File: src/hw/hps_pkg.sv
// Constants and types for the host-port / PCI pin-sharing block
package hps_pkg;

  // ===========================================================
  // Widths and pin positions
  localparam int HPS_DATA_W    = 32;
  localparam int HPS_NARROW_W  = 16;
  localparam int HPS_IO_LO     = 9;
  localparam int HPS_IO_HI     = 15;
  localparam int HPS_IO_W      = 16;
  localparam int HPS_IO_RST    = 15;
  localparam int HPS_IO_CLK    = 14;
  localparam int HPS_IO_INTA   = 13;
  localparam int HPS_IO_GNT    = 12;
  localparam int HPS_IO_REQ    = 11;
  localparam int HPS_IO_CBE3   = 10;
  localparam int HPS_IO_IDSEL  = 9;

  // ===========================================================
  // Reset and tie-off values
  localparam logic HPS_STRAP_RST = 1'b0;
  localparam logic HPS_TIE_OFF   = 1'b0;

  // ===========================================================
  // Pin-group modes
  typedef enum logic [1:0] {
    HPS_MODE_NARROW,
    HPS_MODE_WIDE,
    HPS_MODE_PCI
  } hps_mode_t;

endpackage : hps_pkg

File: src/hw/hps_pin_sharing.sv
// Pin multiplexer for the shared host-port / PCI / serial PROM pin group
// How it works
// - Width strap low: host port 16 bits, upper sixteen data pins undriven.
// - Width strap high: host port uses all 32 data pins.
// - PCI strap high: data pins carry PCI address/data instead.
// - Command/byte lane 0 pin is PCI bidirectional, else tied off.
// - PROM chip select driven in PCI mode, else tied off.
// - PROM clock pin idle by default, PCI mode drives serial clock.
// - PCI mode takes serial data in from the PROM data output.
// - PCI mode drives serial data out to PROM input; idle otherwise.
// - Shared pin 15 is GPIO or PCI reset input.
// - Shared pin 14 is GPIO or PCI clock input.
// - Shared pin 13 is GPIO or tristatable PCI interrupt A output.
// - Shared pin 12 is GPIO or PCI grant input.
// - Shared pin 11 is GPIO or tristatable PCI request output.
// - Shared pin 10 is GPIO or PCI command/byte lane 3.
// - Shared pin 9 is GPIO or PCI device select input.
`timescale 1ns/100ps
`default_nettype none

module hps_pin_sharing
  import hps_pkg::*;
#(
  parameter int DATA_W = HPS_DATA_W
) (
  input  wire logic              ref_clk,
  input  wire logic              nrst,
  // Straps
  input  wire logic              width_strap_pin,
  input  wire logic              pci_enable_strap,
  // Shared data pins
  input  wire logic [DATA_W-1:0] hd_in,
  output var  logic [DATA_W-1:0] hd_out,
  output var  logic [DATA_W-1:0] hd_oe,
  // Host-port core side
  input  wire logic [DATA_W-1:0] host_port_dout,
  input  wire logic [DATA_W-1:0] host_port_doe,
  output var  logic [DATA_W-1:0] host_port_din,
  output var  logic              host_port_narrow_mode,
  output var  logic              host_port_wide_mode,
  // PCI core side
  input  wire logic [DATA_W-1:0] pci_ad_dout,
  input  wire logic [DATA_W-1:0] pci_ad_doe,
  output var  logic [DATA_W-1:0] pci_ad_din,
  output var  logic              pci_mode,
  // Command/byte lane 0 pin
  input  wire logic              cbe0_pin_in,
  output var  logic              cbe0_pin_out,
  output var  logic              cbe0_pin_oe,
  input  wire logic              pci_cmd_byte_lane0_dout,
  input  wire logic              pci_cmd_byte_lane0_doe,
  output var  logic              pci_cmd_byte_lane0_din,
  // Serial PROM pins
  output var  logic              prom_chip_select,
  output var  logic              prom_chip_select_oe,
  output var  logic              prom_serial_clock,
  output var  logic              prom_serial_clock_oe,
  input  wire logic              prom_serial_in,
  output var  logic              prom_serial_out,
  output var  logic              prom_serial_out_oe,
  input  wire logic              prom_cs_core,
  input  wire logic              prom_clk_core,
  input  wire logic              prom_dout_core,
  output var  logic              prom_din_core,
  // Shared general-purpose pins 0..15
  input  wire logic [15:0]       shared_io_in,
  output var  logic [15:0]       shared_io_out,
  output var  logic [15:0]       shared_io_oe,
  input  wire logic [15:0]       gpio_dout,
  input  wire logic [15:0]       gpio_doe,
  output var  logic [15:0]       gpio_din,
  // PCI control signals, core side
  output var  logic              pci_reset_in,
  output var  logic              pci_clock_in,
  input  wire logic              pci_interrupt_a_out,
  input  wire logic              pci_interrupt_a_oe,
  output var  logic              pci_grant_in,
  input  wire logic              pci_request_out,
  input  wire logic              pci_request_oe,
  input  wire logic              pci_cmd_byte_lane3_dout,
  input  wire logic              pci_cmd_byte_lane3_doe,
  output var  logic              pci_cmd_byte_lane3_din,
  output var  logic              pci_device_select_in
);

  // ===========================================================
  // Strap capture
  logic      armed;
  logic      next_armed;
  hps_mode_t mode;
  hps_mode_t next_mode;
  logic      pci;
  logic      wide;

  always_comb begin
    next_armed = 1'b1;
    next_mode  = mode;
    if (!armed) begin
      if (pci_enable_strap)
        next_mode = HPS_MODE_PCI;
      else if (width_strap_pin)
        next_mode = HPS_MODE_WIDE;
      else
        next_mode = HPS_MODE_NARROW;
    end
  end

  always_ff @(posedge ref_clk or negedge nrst) begin
    if (!nrst) begin
      armed <= 1'b0;
      mode  <= HPS_MODE_NARROW;
    end else begin
      armed <= next_armed;
      mode  <= next_mode;
    end
  end

  assign pci  = armed && (mode == HPS_MODE_PCI);
  assign wide = armed && (mode == HPS_MODE_WIDE);

  // ===========================================================
  // Pin selection (all outputs registered)
  logic [DATA_W-1:0] next_hd_out, next_hd_oe, next_host_din, next_ad_din;
  logic [15:0]       next_io_out, next_io_oe, next_gpio_din;
  logic [15:0]       gp_sel;
  logic              next_cbe0_out, next_cbe0_oe, next_cbe0_din;
  logic              next_cs, next_cs_oe, next_sclk, next_sclk_oe;
  logic              next_sdo, next_sdo_oe, next_sdi;
  logic              next_pci_reset_in, next_pclk, next_pci_grant_in, next_cbe3_din;
  logic              next_idsel, next_narrow, next_wide, next_pci;

  // PCI-owned bits of the general-purpose group
  assign gp_sel = pci ? 16'hfe00 : 16'h0000;

  always_comb begin
    next_pci      = pci;
    next_wide     = wide;
    next_narrow   = armed && (mode == HPS_MODE_NARROW);
    next_hd_out   = host_port_dout;
    next_hd_oe    = host_port_doe;
    next_host_din = hd_in;
    next_ad_din   = '0;
    if (pci) begin
      next_hd_out   = pci_ad_dout;
      next_hd_oe    = pci_ad_doe;
      next_ad_din   = hd_in;
      next_host_din = '0;
    end else if (!wide) begin
      next_hd_oe[DATA_W-1:HPS_NARROW_W]    = '0;
      next_hd_out[DATA_W-1:HPS_NARROW_W]   = '0;
      next_host_din[DATA_W-1:HPS_NARROW_W] = '0;
    end
    if (!armed) begin
      next_hd_oe = '0;
    end
    next_cbe0_out = pci ? pci_cmd_byte_lane0_dout : HPS_TIE_OFF;
    next_cbe0_oe  = pci && pci_cmd_byte_lane0_doe;
    next_cbe0_din = pci ? cbe0_pin_in : HPS_TIE_OFF;
    next_cs       = pci ? prom_cs_core : HPS_TIE_OFF;
    next_cs_oe    = pci;
    next_sclk     = pci ? prom_clk_core : HPS_TIE_OFF;
    next_sclk_oe  = pci;
    next_sdi      = pci ? prom_serial_in : HPS_TIE_OFF;
    next_sdo      = pci ? prom_dout_core : HPS_TIE_OFF;
    next_sdo_oe   = pci;
    next_io_out   = gpio_dout & ~gp_sel;
    next_io_oe    = gpio_doe & ~gp_sel;
    next_gpio_din = shared_io_in & ~gp_sel;
    next_pci_reset_in     = pci && shared_io_in[HPS_IO_RST];
    next_pclk     = pci && shared_io_in[HPS_IO_CLK];
    next_io_out[HPS_IO_INTA] = pci ? pci_interrupt_a_out
                                   : gpio_dout[HPS_IO_INTA];
    next_io_oe[HPS_IO_INTA]  = pci ? pci_interrupt_a_oe
                                   : gpio_doe[HPS_IO_INTA];
    next_pci_grant_in     = pci && shared_io_in[HPS_IO_GNT];
    next_io_out[HPS_IO_REQ]  = pci ? pci_request_out
                                   : gpio_dout[HPS_IO_REQ];
    next_io_oe[HPS_IO_REQ]   = pci ? pci_request_oe
                                   : gpio_doe[HPS_IO_REQ];
    next_io_out[HPS_IO_CBE3] = pci ? pci_cmd_byte_lane3_dout
                                   : gpio_dout[HPS_IO_CBE3];
    next_io_oe[HPS_IO_CBE3]  = pci ? pci_cmd_byte_lane3_doe
                                   : gpio_doe[HPS_IO_CBE3];
    next_cbe3_din = pci && shared_io_in[HPS_IO_CBE3];
    next_idsel    = pci && shared_io_in[HPS_IO_IDSEL];
    if (!armed) begin
      next_io_oe = '0;
    end
  end

  always_ff @(posedge ref_clk or negedge nrst) begin
    if (!nrst) begin
      hd_out                 <= '0;
      hd_oe                  <= '0;
      host_port_din          <= '0;
      pci_ad_din             <= '0;
      host_port_narrow_mode  <= 1'b0;
      host_port_wide_mode    <= 1'b0;
      pci_mode               <= 1'b0;
      cbe0_pin_out           <= 1'b0;
      cbe0_pin_oe            <= 1'b0;
      pci_cmd_byte_lane0_din <= 1'b0;
      prom_chip_select       <= 1'b0;
      prom_chip_select_oe    <= 1'b0;
      prom_serial_clock      <= 1'b0;
      prom_serial_clock_oe   <= 1'b0;
      prom_serial_out        <= 1'b0;
      prom_serial_out_oe     <= 1'b0;
      prom_din_core          <= 1'b0;
      shared_io_out          <= '0;
      shared_io_oe           <= '0;
      gpio_din               <= '0;
      pci_reset_in           <= 1'b0;
      pci_clock_in           <= 1'b0;
      pci_grant_in           <= 1'b0;
      pci_cmd_byte_lane3_din <= 1'b0;
      pci_device_select_in   <= 1'b0;
    end else begin
      hd_out                 <= next_hd_out;
      hd_oe                  <= next_hd_oe;
      host_port_din          <= next_host_din;
      pci_ad_din             <= next_ad_din;
      host_port_narrow_mode  <= next_narrow;
      host_port_wide_mode    <= next_wide;
      pci_mode               <= next_pci;
      cbe0_pin_out           <= next_cbe0_out;
      cbe0_pin_oe            <= next_cbe0_oe;
      pci_cmd_byte_lane0_din <= next_cbe0_din;
      prom_chip_select       <= next_cs;
      prom_chip_select_oe    <= next_cs_oe;
      prom_serial_clock      <= next_sclk;
      prom_serial_clock_oe   <= next_sclk_oe;
      prom_serial_out        <= next_sdo;
      prom_serial_out_oe     <= next_sdo_oe;
      prom_din_core          <= next_sdi;
      shared_io_out          <= next_io_out;
      shared_io_oe           <= next_io_oe;
      gpio_din               <= next_gpio_din;
      pci_reset_in           <= next_pci_reset_in;
      pci_clock_in           <= next_pclk;
      pci_grant_in           <= next_pci_grant_in;
      pci_cmd_byte_lane3_din <= next_cbe3_din;
      pci_device_select_in   <= next_idsel;
    end
  end

endmodule : hps_pin_sharing

`default_nettype wire

File: config.mk
export PLATFORM = sky130hd
export DESIGN_NAME = hps_pin_sharing
export DESIGN_NICKNAME = d
export VERILOG_FILES = /design/src/hw/hps_pkg.sv /design/src/hw/hps_pin_sharing.sv
export SDC_FILE = /design/constraint.sdc
export NUM_CORES = 1
export LEC_CHECK = 0
export ABC_AREA = 1
export BUFFER_PORTS_ARGS = -buffer_cell sky130_fd_sc_hd__buf_2
export CAP_MARGIN = 20
export CORE_MARGIN = 3
export CORE_UTILIZATION = 29
export CTS_CLUSTER_SIZE = 16
export DETAILED_ROUTE_END_ITERATION = 7
export PLACE_DENSITY = 0.55
export SLEW_MARGIN = 5
export SYNTH_ARGS = -nofsm -noshare
export SYNTH_HDL_FRONTEND = slang
export SYNTH_SLANG_ARGS = --single-unit
export TNS_END_PERCENT = 1
File: constraint.sdc
create_clock -name ref_clk -period 1.3 [get_ports ref_clk]
set_input_delay 0.065 -clock ref_clk [delete_from_list [all_inputs] [get_ports ref_clk]]
set_output_delay 0.065 -clock ref_clk [all_outputs]
set_load 0.02 [all_outputs]
After elaboration in Yosys (flattened, before gate mapping)
Cells that the tools add are included.

word-level totals
  bits in registers = 194
  bits in latches = 0
  memory bits (writable) = 0
  bits in read-only memories = 0
  bits of input ports = 225
  output and inout port bits = 194
  word-level logic and storage cells = 67
  memories = 0

cells by class
  add/sub/neg operators = 0
  $mul = 0
  div/mod/pow operators = 0
  $lt $le $gt $ge = 0
  equal/unequal tests = 2
  shift operators = 0
  multiplexer cells = 27
  bitwise operators = 4
  reduce and logical (&&, ||, !) cells = 10

operator list
  kind                                                 count
  2-to-1 mux 16 bit                                    11
  2-to-1 mux 32 bit                                    2
  AND 16 bit                                           3
  NOT 16 bit                                           1
  2-to-1 mux 1 bit                                     13
  logical AND 1 bit                                    9
  equality test 2 x 1 -> 1 bit, second input constant  1
  equality test 2 bit, second input constant           1
  logical NOT 2 bit                                    1
  2-to-1 mux 2 bit                                     1

Longest topological paths before layout
Gate-level depths: netlist of the first run.

  depth after elaboration = 6
  gate-level depth with buffers = 6
  depth with buffers taken out = 4

Least setup slack after synthesis of the first run
OpenSTA, ideal clock, no wires.

  kind = register to register
  from = register mode[0]
  to = register gpio_din[14]
  library setup time = 0.115 ns
  data arrival time = 0.986 ns
  data required time = 1.185 ns
  slack = 0.199 ns
  cell stages (with the launch flop) = 7
  buffers on the path = 2
  period minus slack after synthesis = 1.101 ns
  path through = dfrtp_1 -> buf_6 -> inv_4 -> nand3_4 -> inv_4 -> buf_6 -> nor2_1

on the way
  cells in the longest elaborated chain, start to end = 5

RTL lines
  element                 RTL line                text
  from (decl)             hps_pin_sharing.sv:90   hps_mode_t mode;
  from (signal assigned)  hps_pin_sharing.sv:114  mode <= next_mode;
  equality test 2 bit     hps_pin_sharing.sv:118  assign pci = armed && (mode == HPS_MODE_PCI);
  logical AND 1 bit       hps_pin_sharing.sv:118
  2-to-1 mux 16 bit       hps_pin_sharing.sv:133  assign gp_sel = pci ? 16'hfe00 : 16'h0000;
  NOT 16 bit              hps_pin_sharing.sv:168  next_gpio_din = shared_io_in & ~gp_sel;
  AND 16 bit              hps_pin_sharing.sv:168
  net next_gpio_din[14]   hps_pin_sharing.sv:124  logic [15:0] next_io_out, next_io_oe, next_gpio_din;
  to (signal assigned)    hps_pin_sharing.sv:238  gpio_din <= next_gpio_din;
  to (decl)               hps_pin_sharing.sv:71   output var logic [15:0] gpio_din,

The timed path passes the listed nets, and every way through them passes these cells.
A chain may end at the register's enable or synchronous reset.

Worst setup path after layout of the first run
  from = register mode[0]
  to = register hd_oe[9]

on the way
  cells in the longest elaborated chain, start to end = 4

RTL lines
  element               RTL line                text
  equality test 2 bit   hps_pin_sharing.sv:118
  logical AND 1 bit     hps_pin_sharing.sv:118
  2-to-1 mux 16 bit     hps_pin_sharing.sv:143  if (pci) begin
  2-to-1 mux 32 bit     hps_pin_sharing.sv:153  if (!armed) begin
  net next_hd_oe[9]     hps_pin_sharing.sv:123  logic [DATA_W-1:0] next_hd_out, next_hd_oe, next_host_din, next_ad_din;
  to (signal assigned)  hps_pin_sharing.sv:220  hd_oe <= next_hd_oe;
  to (decl)             hps_pin_sharing.sv:34   output var logic [DATA_W-1:0] hd_oe,

The timed path passes the listed nets, and every way through them passes these cells.

==> metrics.csv, run 1 <==
metric,value,unit
outcome,"finished, final reports clean",
Power Dens Cells,1190,nW/µm²
WP depth,5,
GPL Wtd Cong,0.797,
worst setup margin,0.0825,ns
DR pass1 iterations,4,
maximum fanout along the worst path,23,
Total Die Area,26200,µm²
"Net Count, Synth",858,
post-DR vias/cell,4.43,
CP arrival,1.52,ns
count of pins over their slew limit,0,
Bufs and invs on worst path,2,
crit end category,flop,
Initial Util,29.7,%
post-DR wirelength/cell,16.8,µm
"Setup Fix Bufs, Post-CTS",0,
min Tclk post-route,1.22,ns
Final HPWL DP,17900,µm
P&R area growth vs syn,75.5,%
Setup CP Type,reg -> reg,
Synth Area per Inst,11.1,µm²
type of the most critical hold path,in -> async,
"flops & latches, synth",194,
FF-to-FF Start,mode[0],
CTS sink count,194,
Post-Route Skew,0.0112,ns
Min Hold Slack,0.137,ns
Worst-Skew Late Latency,0.42,ns
WP data required,1.60,ns
Mapped Cells,633,
Die Height,162,µm
RSZ-0062 raised after global routing,false,
IO Pins,419,
first-pass GRT wire length,42000,µm
initial antenna violation count,1,
detailed-route wire length,26900,µm
IO buf count,418,
DIE WIDTH,162,µm
most frequent cells in the layout,"buf_2, dlygate4sd3_1, dfrtp_1",
setup violators final,0,
clk root buf,clkbuf_16,
Leakage,6.94,nW
Std-Cell Rows,56,
dpl ws,0.0922,ns
CP cell instances,"inv_4, buf_4, nand2_4, nand3_1, nand2_1",
fraction of the yosys area taken by sequential cells,69.0,%
Clock Path Buffers,2,
CTS buffer count,17,
Nets,1492,
Netlist Area Pre-Place,7030,µm²
critical path's slowest cell,dfrtp_1,
initial DRC count,389,
post-route setup TNS,0,ns
Vias,7094,
"delay-heaviest family, CP",flip-flops,
"most common cell after layout, fill and taps aside",buf_2,
final cell count without fillers,1600,
Peak Freq,0.821,GHz
residual DRC count,0,
design area,12300,µm²
period utilization,93.7,%
MaxCap Viol Count,0,
R2R cell count,5,
Core Area,23700,µm²
gr usage total,20.4,%
biggest cell delay along the critical path,0.44,ns
Worst VDD drop,0.000799,V
vias in the first global route,7597,
largest net degree at the start of global routing,73,
Worst Setup Start Kind,flop,
post-placement cell count,1343,
flop2flop setup slack,0.08,ns
Synth Warn #,0,
CTS H-tree depth,4,
CTS tree,yes,
Worst-path clk slew,0.08,ns
final hold vios,0,
Area after DPL,9500,µm²
worst r2r dst,hd_oe[9],
global route overflow,0,
share of layout cells above drive strength 1,38.0,%
Unique masters post-synth,23,
Post-DRT Antenna Nets,0,
## worst max-delay path by stage
stage	slack (ns)	end	startpoint
final	0.08	hd_oe[9]	mode[0]
after CTS	0.06	gpio_din[15]	mode[1]
after floorplan	0.20	gpio_din[14]	mode[0]
after global routing	0.02	hd_oe[10]	mode[0]
after detailed placement	0.09	host_port_din[11]	mode[1]
after global placement	0.11	shared_io_out[12]	mode[1]
## worst register-to-register path: cells and delay by family (launching register included)
kind | cells | cell delay, ns
flip-flops | 1 | 0.44
AND/OR/NAND/NOR | 3 | 0.41
buffers and inverters | 2 | 0.26
## flip-flops by register name, indices dropped and copies added (netlist names), 2 cells and up
register,flops
gpio_din,16
shared_io_out,16
mode,2
hd_oe,32
host_port_din,32
hd_out,32
pci_ad_din,32
shared_io_oe,16
## stage by stage
| step | util (%) | total power [mW] |
|---|---|---|
| after global routing | 52.1 | 15.4 |
| after global placement | 40.1 | 8.98 |
| after detailed placement | 40.1 | 9.00 |
| after CTS | 52.1 | 14.9 |
| after floorplan | - | 7.87 |
| final | 52.1 | 14.7 |
## synthesized netlist by cell type
master    number  area (µm²)
nor2_4         1        11.3
dfrtp_1      194        4850
o21ai_0        1        5.00
nor3_1         1        5.00
inv_4          2        12.5
inv_2          2        7.51
nand2_1       98         368
nand3_1       22         110
nor2_1        87         327
nand4_1      101         632
clkbuf_1       1        3.75
buf_1          4        15.0
buf_4         18         135
buf_6         14         158
nand2_4        1        11.3
conb_1         1        3.75
nand4_2        1        12.5
buf_2         14        70.1
a21oi_1        1        5.00
inv_1         65         244
nand2_2        1        6.26
nand3_2        2        20.0
nand3_4        1        17.5
## cells by family (layout without fill, tap and decap cells)
group	Yosys count	after routing	synth area share [%]
AOI/OAI and AO/OA	2	2	0.142
and+or+nand+nor	316	316	21.6
DFF	194	194	69.0
buffers and inverters	120	767	9.18
other	1	2	0.0533
## routing by layer
layer  vias to the layer above  share of wire, %  track usage (%)  wire length [µm]
met3                        42               8.6             5.64              2320
met4                         0               2.6             7.44               702
met2                       366                50             35.4             13600
met1                      3387                38             24.4             10300
met5                         -                 0                0                 0
li1                       3299                 -                -                 -
## final cells by class
| cell class | count | area (µm²) |
|---|---|---|
| sequential | 194 | 4860 |
| multi-input combinational | 319 | 1530 |
| fill | 2125 | 11300 |
| antenna | 1 | 2.50 |
| clock buffer | 18 | 429 |
| timing repair buffer | 666 | 4690 |
| clock inverter | 14 | 165 |
| tap | 319 | 399 |
| inverter | 69 | 267 |
## repair_timing
item | in CTS | in global routing
hold buffers | 224 | 0
endpoints found under the hold margin | 384 | 0
gates resized for setup | 0 | 1
endpoints found under the setup margin | 0 | 1
## power by group
part | switching, mW | total [mW] | internal, mW | leakage (nW)
Sequential | 0.128 | 6.54 | 6.42 | 2.50
Clock | 2.55 | 5.31 | 2.76 | 0.293
Combinational | 1.65 | 2.89 | 1.24 | 4.14
Power figures use the tool's default switching activity.
==> run 2: changes to the inputs <==
Settings changed: ABC_AREA 1 to default, CORE_AREA from default to 3 3 161 163, CORE_MARGIN 3 to default, CORE_UTILIZATION 29 to default, DIE_AREA from default to 0 0 164 166, PLACE_DENSITY 0.55 to 0.53.
==> run 2 against run 1 <==
- the run now ends with negative setup slack left
- worst hold slack better by 0.047 ns
- clock power is 3.8% higher
- core utilization fell by 1.2 points
- sequential share of layout area shrank 0.35 points
- synthesized area fell by 4.4%
- combinational power is 4% lower
- worst setup slack worse by 0.15 ns
- critical path type unchanged
- critical endpoint is now hd_oe[12]
==> metrics.csv, run 2 <==
metric,value,unit
CP arrival,1.70,ns
"delay-heaviest family, CP",buffers and inverters,
global route overflow,0,
WP data required,1.64,ns
Synth Warn #,0,
"flops & latches, synth",194,
Netlist Area Pre-Place,6730,µm²
Setup CP Type,reg -> reg,
GPL Wtd Cong,0.795,
share of layout cells above drive strength 1,45.4,%
Post-DRT Antenna Nets,0,
fraction of the yosys area taken by sequential cells,72.2,%
vias in the first global route,6849,
min Tclk post-route,1.36,ns
Mapped Cells,487,
post-synthesis async set-or-reset flop share,100,%
Vias,6212,
DIE WIDTH,164,µm
period utilization,105,%
ranking of synthesized cells by area,"dfrtp_1, and2_1, and3_1",
residual DRC count,0,
Final HPWL DP,16200,µm
Core Area,24500,µm²
Area after DPL,9420,µm²
Std-Cell Rows,57,
IO Pins,419,
Die Height,166,µm
failing checks,negative setup slack,
Power Dens Cells,1190,nW/µm²
Initial Util,27.5,%
post-DR wirelength/cell,16.4,µm
Clock Path Buffers,2,
clk root buf,clkbuf_16,
Leakage,6.67,nW
most frequent cells in the layout,"buf_2, dlygate4sd3_1, dfrtp_1",
worst setup margin,-0.0649,ns
initial antenna violation count,1,
Post-synth EDFFs,0,
Bufs and invs on worst path,3,
CTS sink count,194,
Peak Freq,0.733,GHz
Worst Setup Start Kind,flop,
detailed-route wire length,24300,µm
"most used cell, CP",buf_12,
Total Die Area,27200,µm²
final hold vios,0,
CTS buffer count,17,
Min Hold Slack,0.183,ns
post-DR vias/cell,4.19,
DR pass1 iterations,4,
count of pins over their slew limit,0,
outcome,"complete, but fails checks",
final cell count without fillers,1482,
Post-Route Skew,0.0133,ns
Pwr Total,14.8,mW
first-pass GRT wire length,36700,µm
post-placement cell count,1222,
CP cell instances,"nor2b_4, buf_12, buf_12, buf_12, nand2_1, a21boi_1",
prevailing post-synth register cell,dfrtp_1,
"most common cell after layout, fill and taps aside",buf_2,
biggest cell delay along the critical path,0.41,ns
MaxCap Viol Count,0,
share of the synthesized area in the top cell type,72.2,%
Nets,1369,
"count leader, synth",dfrtp_1,
largest net degree at the start of global routing,67,
type of the most critical hold path,in -> async,
Synth area leader,dfrtp_1,
P&R area growth vs syn,85.0,%
maximum fanout along the worst path,24,
setup violators final,113,
Worst-path clk slew,0.08,ns
initial DRC count,300,
Worst VDD drop,0.000656,V
Synth Area per Inst,13.8,µm²
design area,12400,µm²
RSZ-0062 raised after global routing,true,
gr usage total,17.3,%
IO buf count,418,
"Net Count, Synth",712,
Worst-Skew Late Latency,0.42,ns
dpl ws,-0.0893,ns
critical path's slowest cell,dfrtp_1,
Layout Utilization,50.9,%
CTS tree,yes,
Unique masters post-synth,20,
CTS H-tree depth,4,
crit end category,flop,
most frequent cells after synthesis,"dfrtp_1, and2_1, and3_1, nand2_1, nor2b_1",
post-route setup TNS,-2.91,ns
-- run 2: worst paths after layout --
check / from / to / slack, ns / depth (start not counted)
setup / recovery: mode[1] / hd_oe[12] / -0.06 / 6
hold / removal: nrst / gpio_din[5] / 0.18 / 2
setup reg to reg: mode[1] / hd_oe[12] / -0.06 / 6
hold reg to reg: mode[1] / mode[1] / 0.60 / 2
max in group asynchronous: nrst / pci_ad_din[21] / 0.57 / 3
min in group ref_clk: shared_io_in[3] / gpio_din[3] / 0.27 / 2
-- run 2: cells by family (layout without fill, tap and decap cells) --
logic type	after synthesis	after routing	synth area share, %
flops	194	194	72.2
simple gates	179	179	15.2
compound gates	53	53	5.84
buf+inv	41	711	2.96
mux	19	19	3.74
other cells	1	2	0.0558
-- run 2: per-layer routing --
layer | GRT usage (%) | vias to the layer above | share of wire (%)
li1 | - | 2907 | -
met1 | 18.7 | 2951 | 37
met2 | 30.7 | 297 | 51
met3 | 5.16 | 57 | 7.6
met4 | 8.13 | 0 | 4.1
met5 | 0 | - | 0
-- run 2: report_power, final --
part	switching, mW	internal (mW)	total [mW]
Combinational	1.38	1.40	2.78
Sequential	0.103	6.37	6.48
Clock	2.52	2.99	5.51
-- run 2: final cells by class --
cell class                      count  area (µm²)
Clock inverter                     14         185
Antenna cell                        1        2.50
Multi-Input combinational cell    252        1740
Sequential cell                   194        4860
Clock buffer                       18         439
Inverter                            2        7.51
Fill cell                        2104       12000
Tap cell                          324         405
Timing Repair Buffer              677        4800
-- run 2: what timing repair did --
item | 4_1_cts | 5_1_grt
hold buffers | 224 | 0
cloned | 0 | 1
endpoints found under the hold margin | 326 | 0
pin swaps | 1 | 10
resized for setup | 6 | 38
endpoints found under the setup margin | 101 | 123
setup buffers | 0 | 2
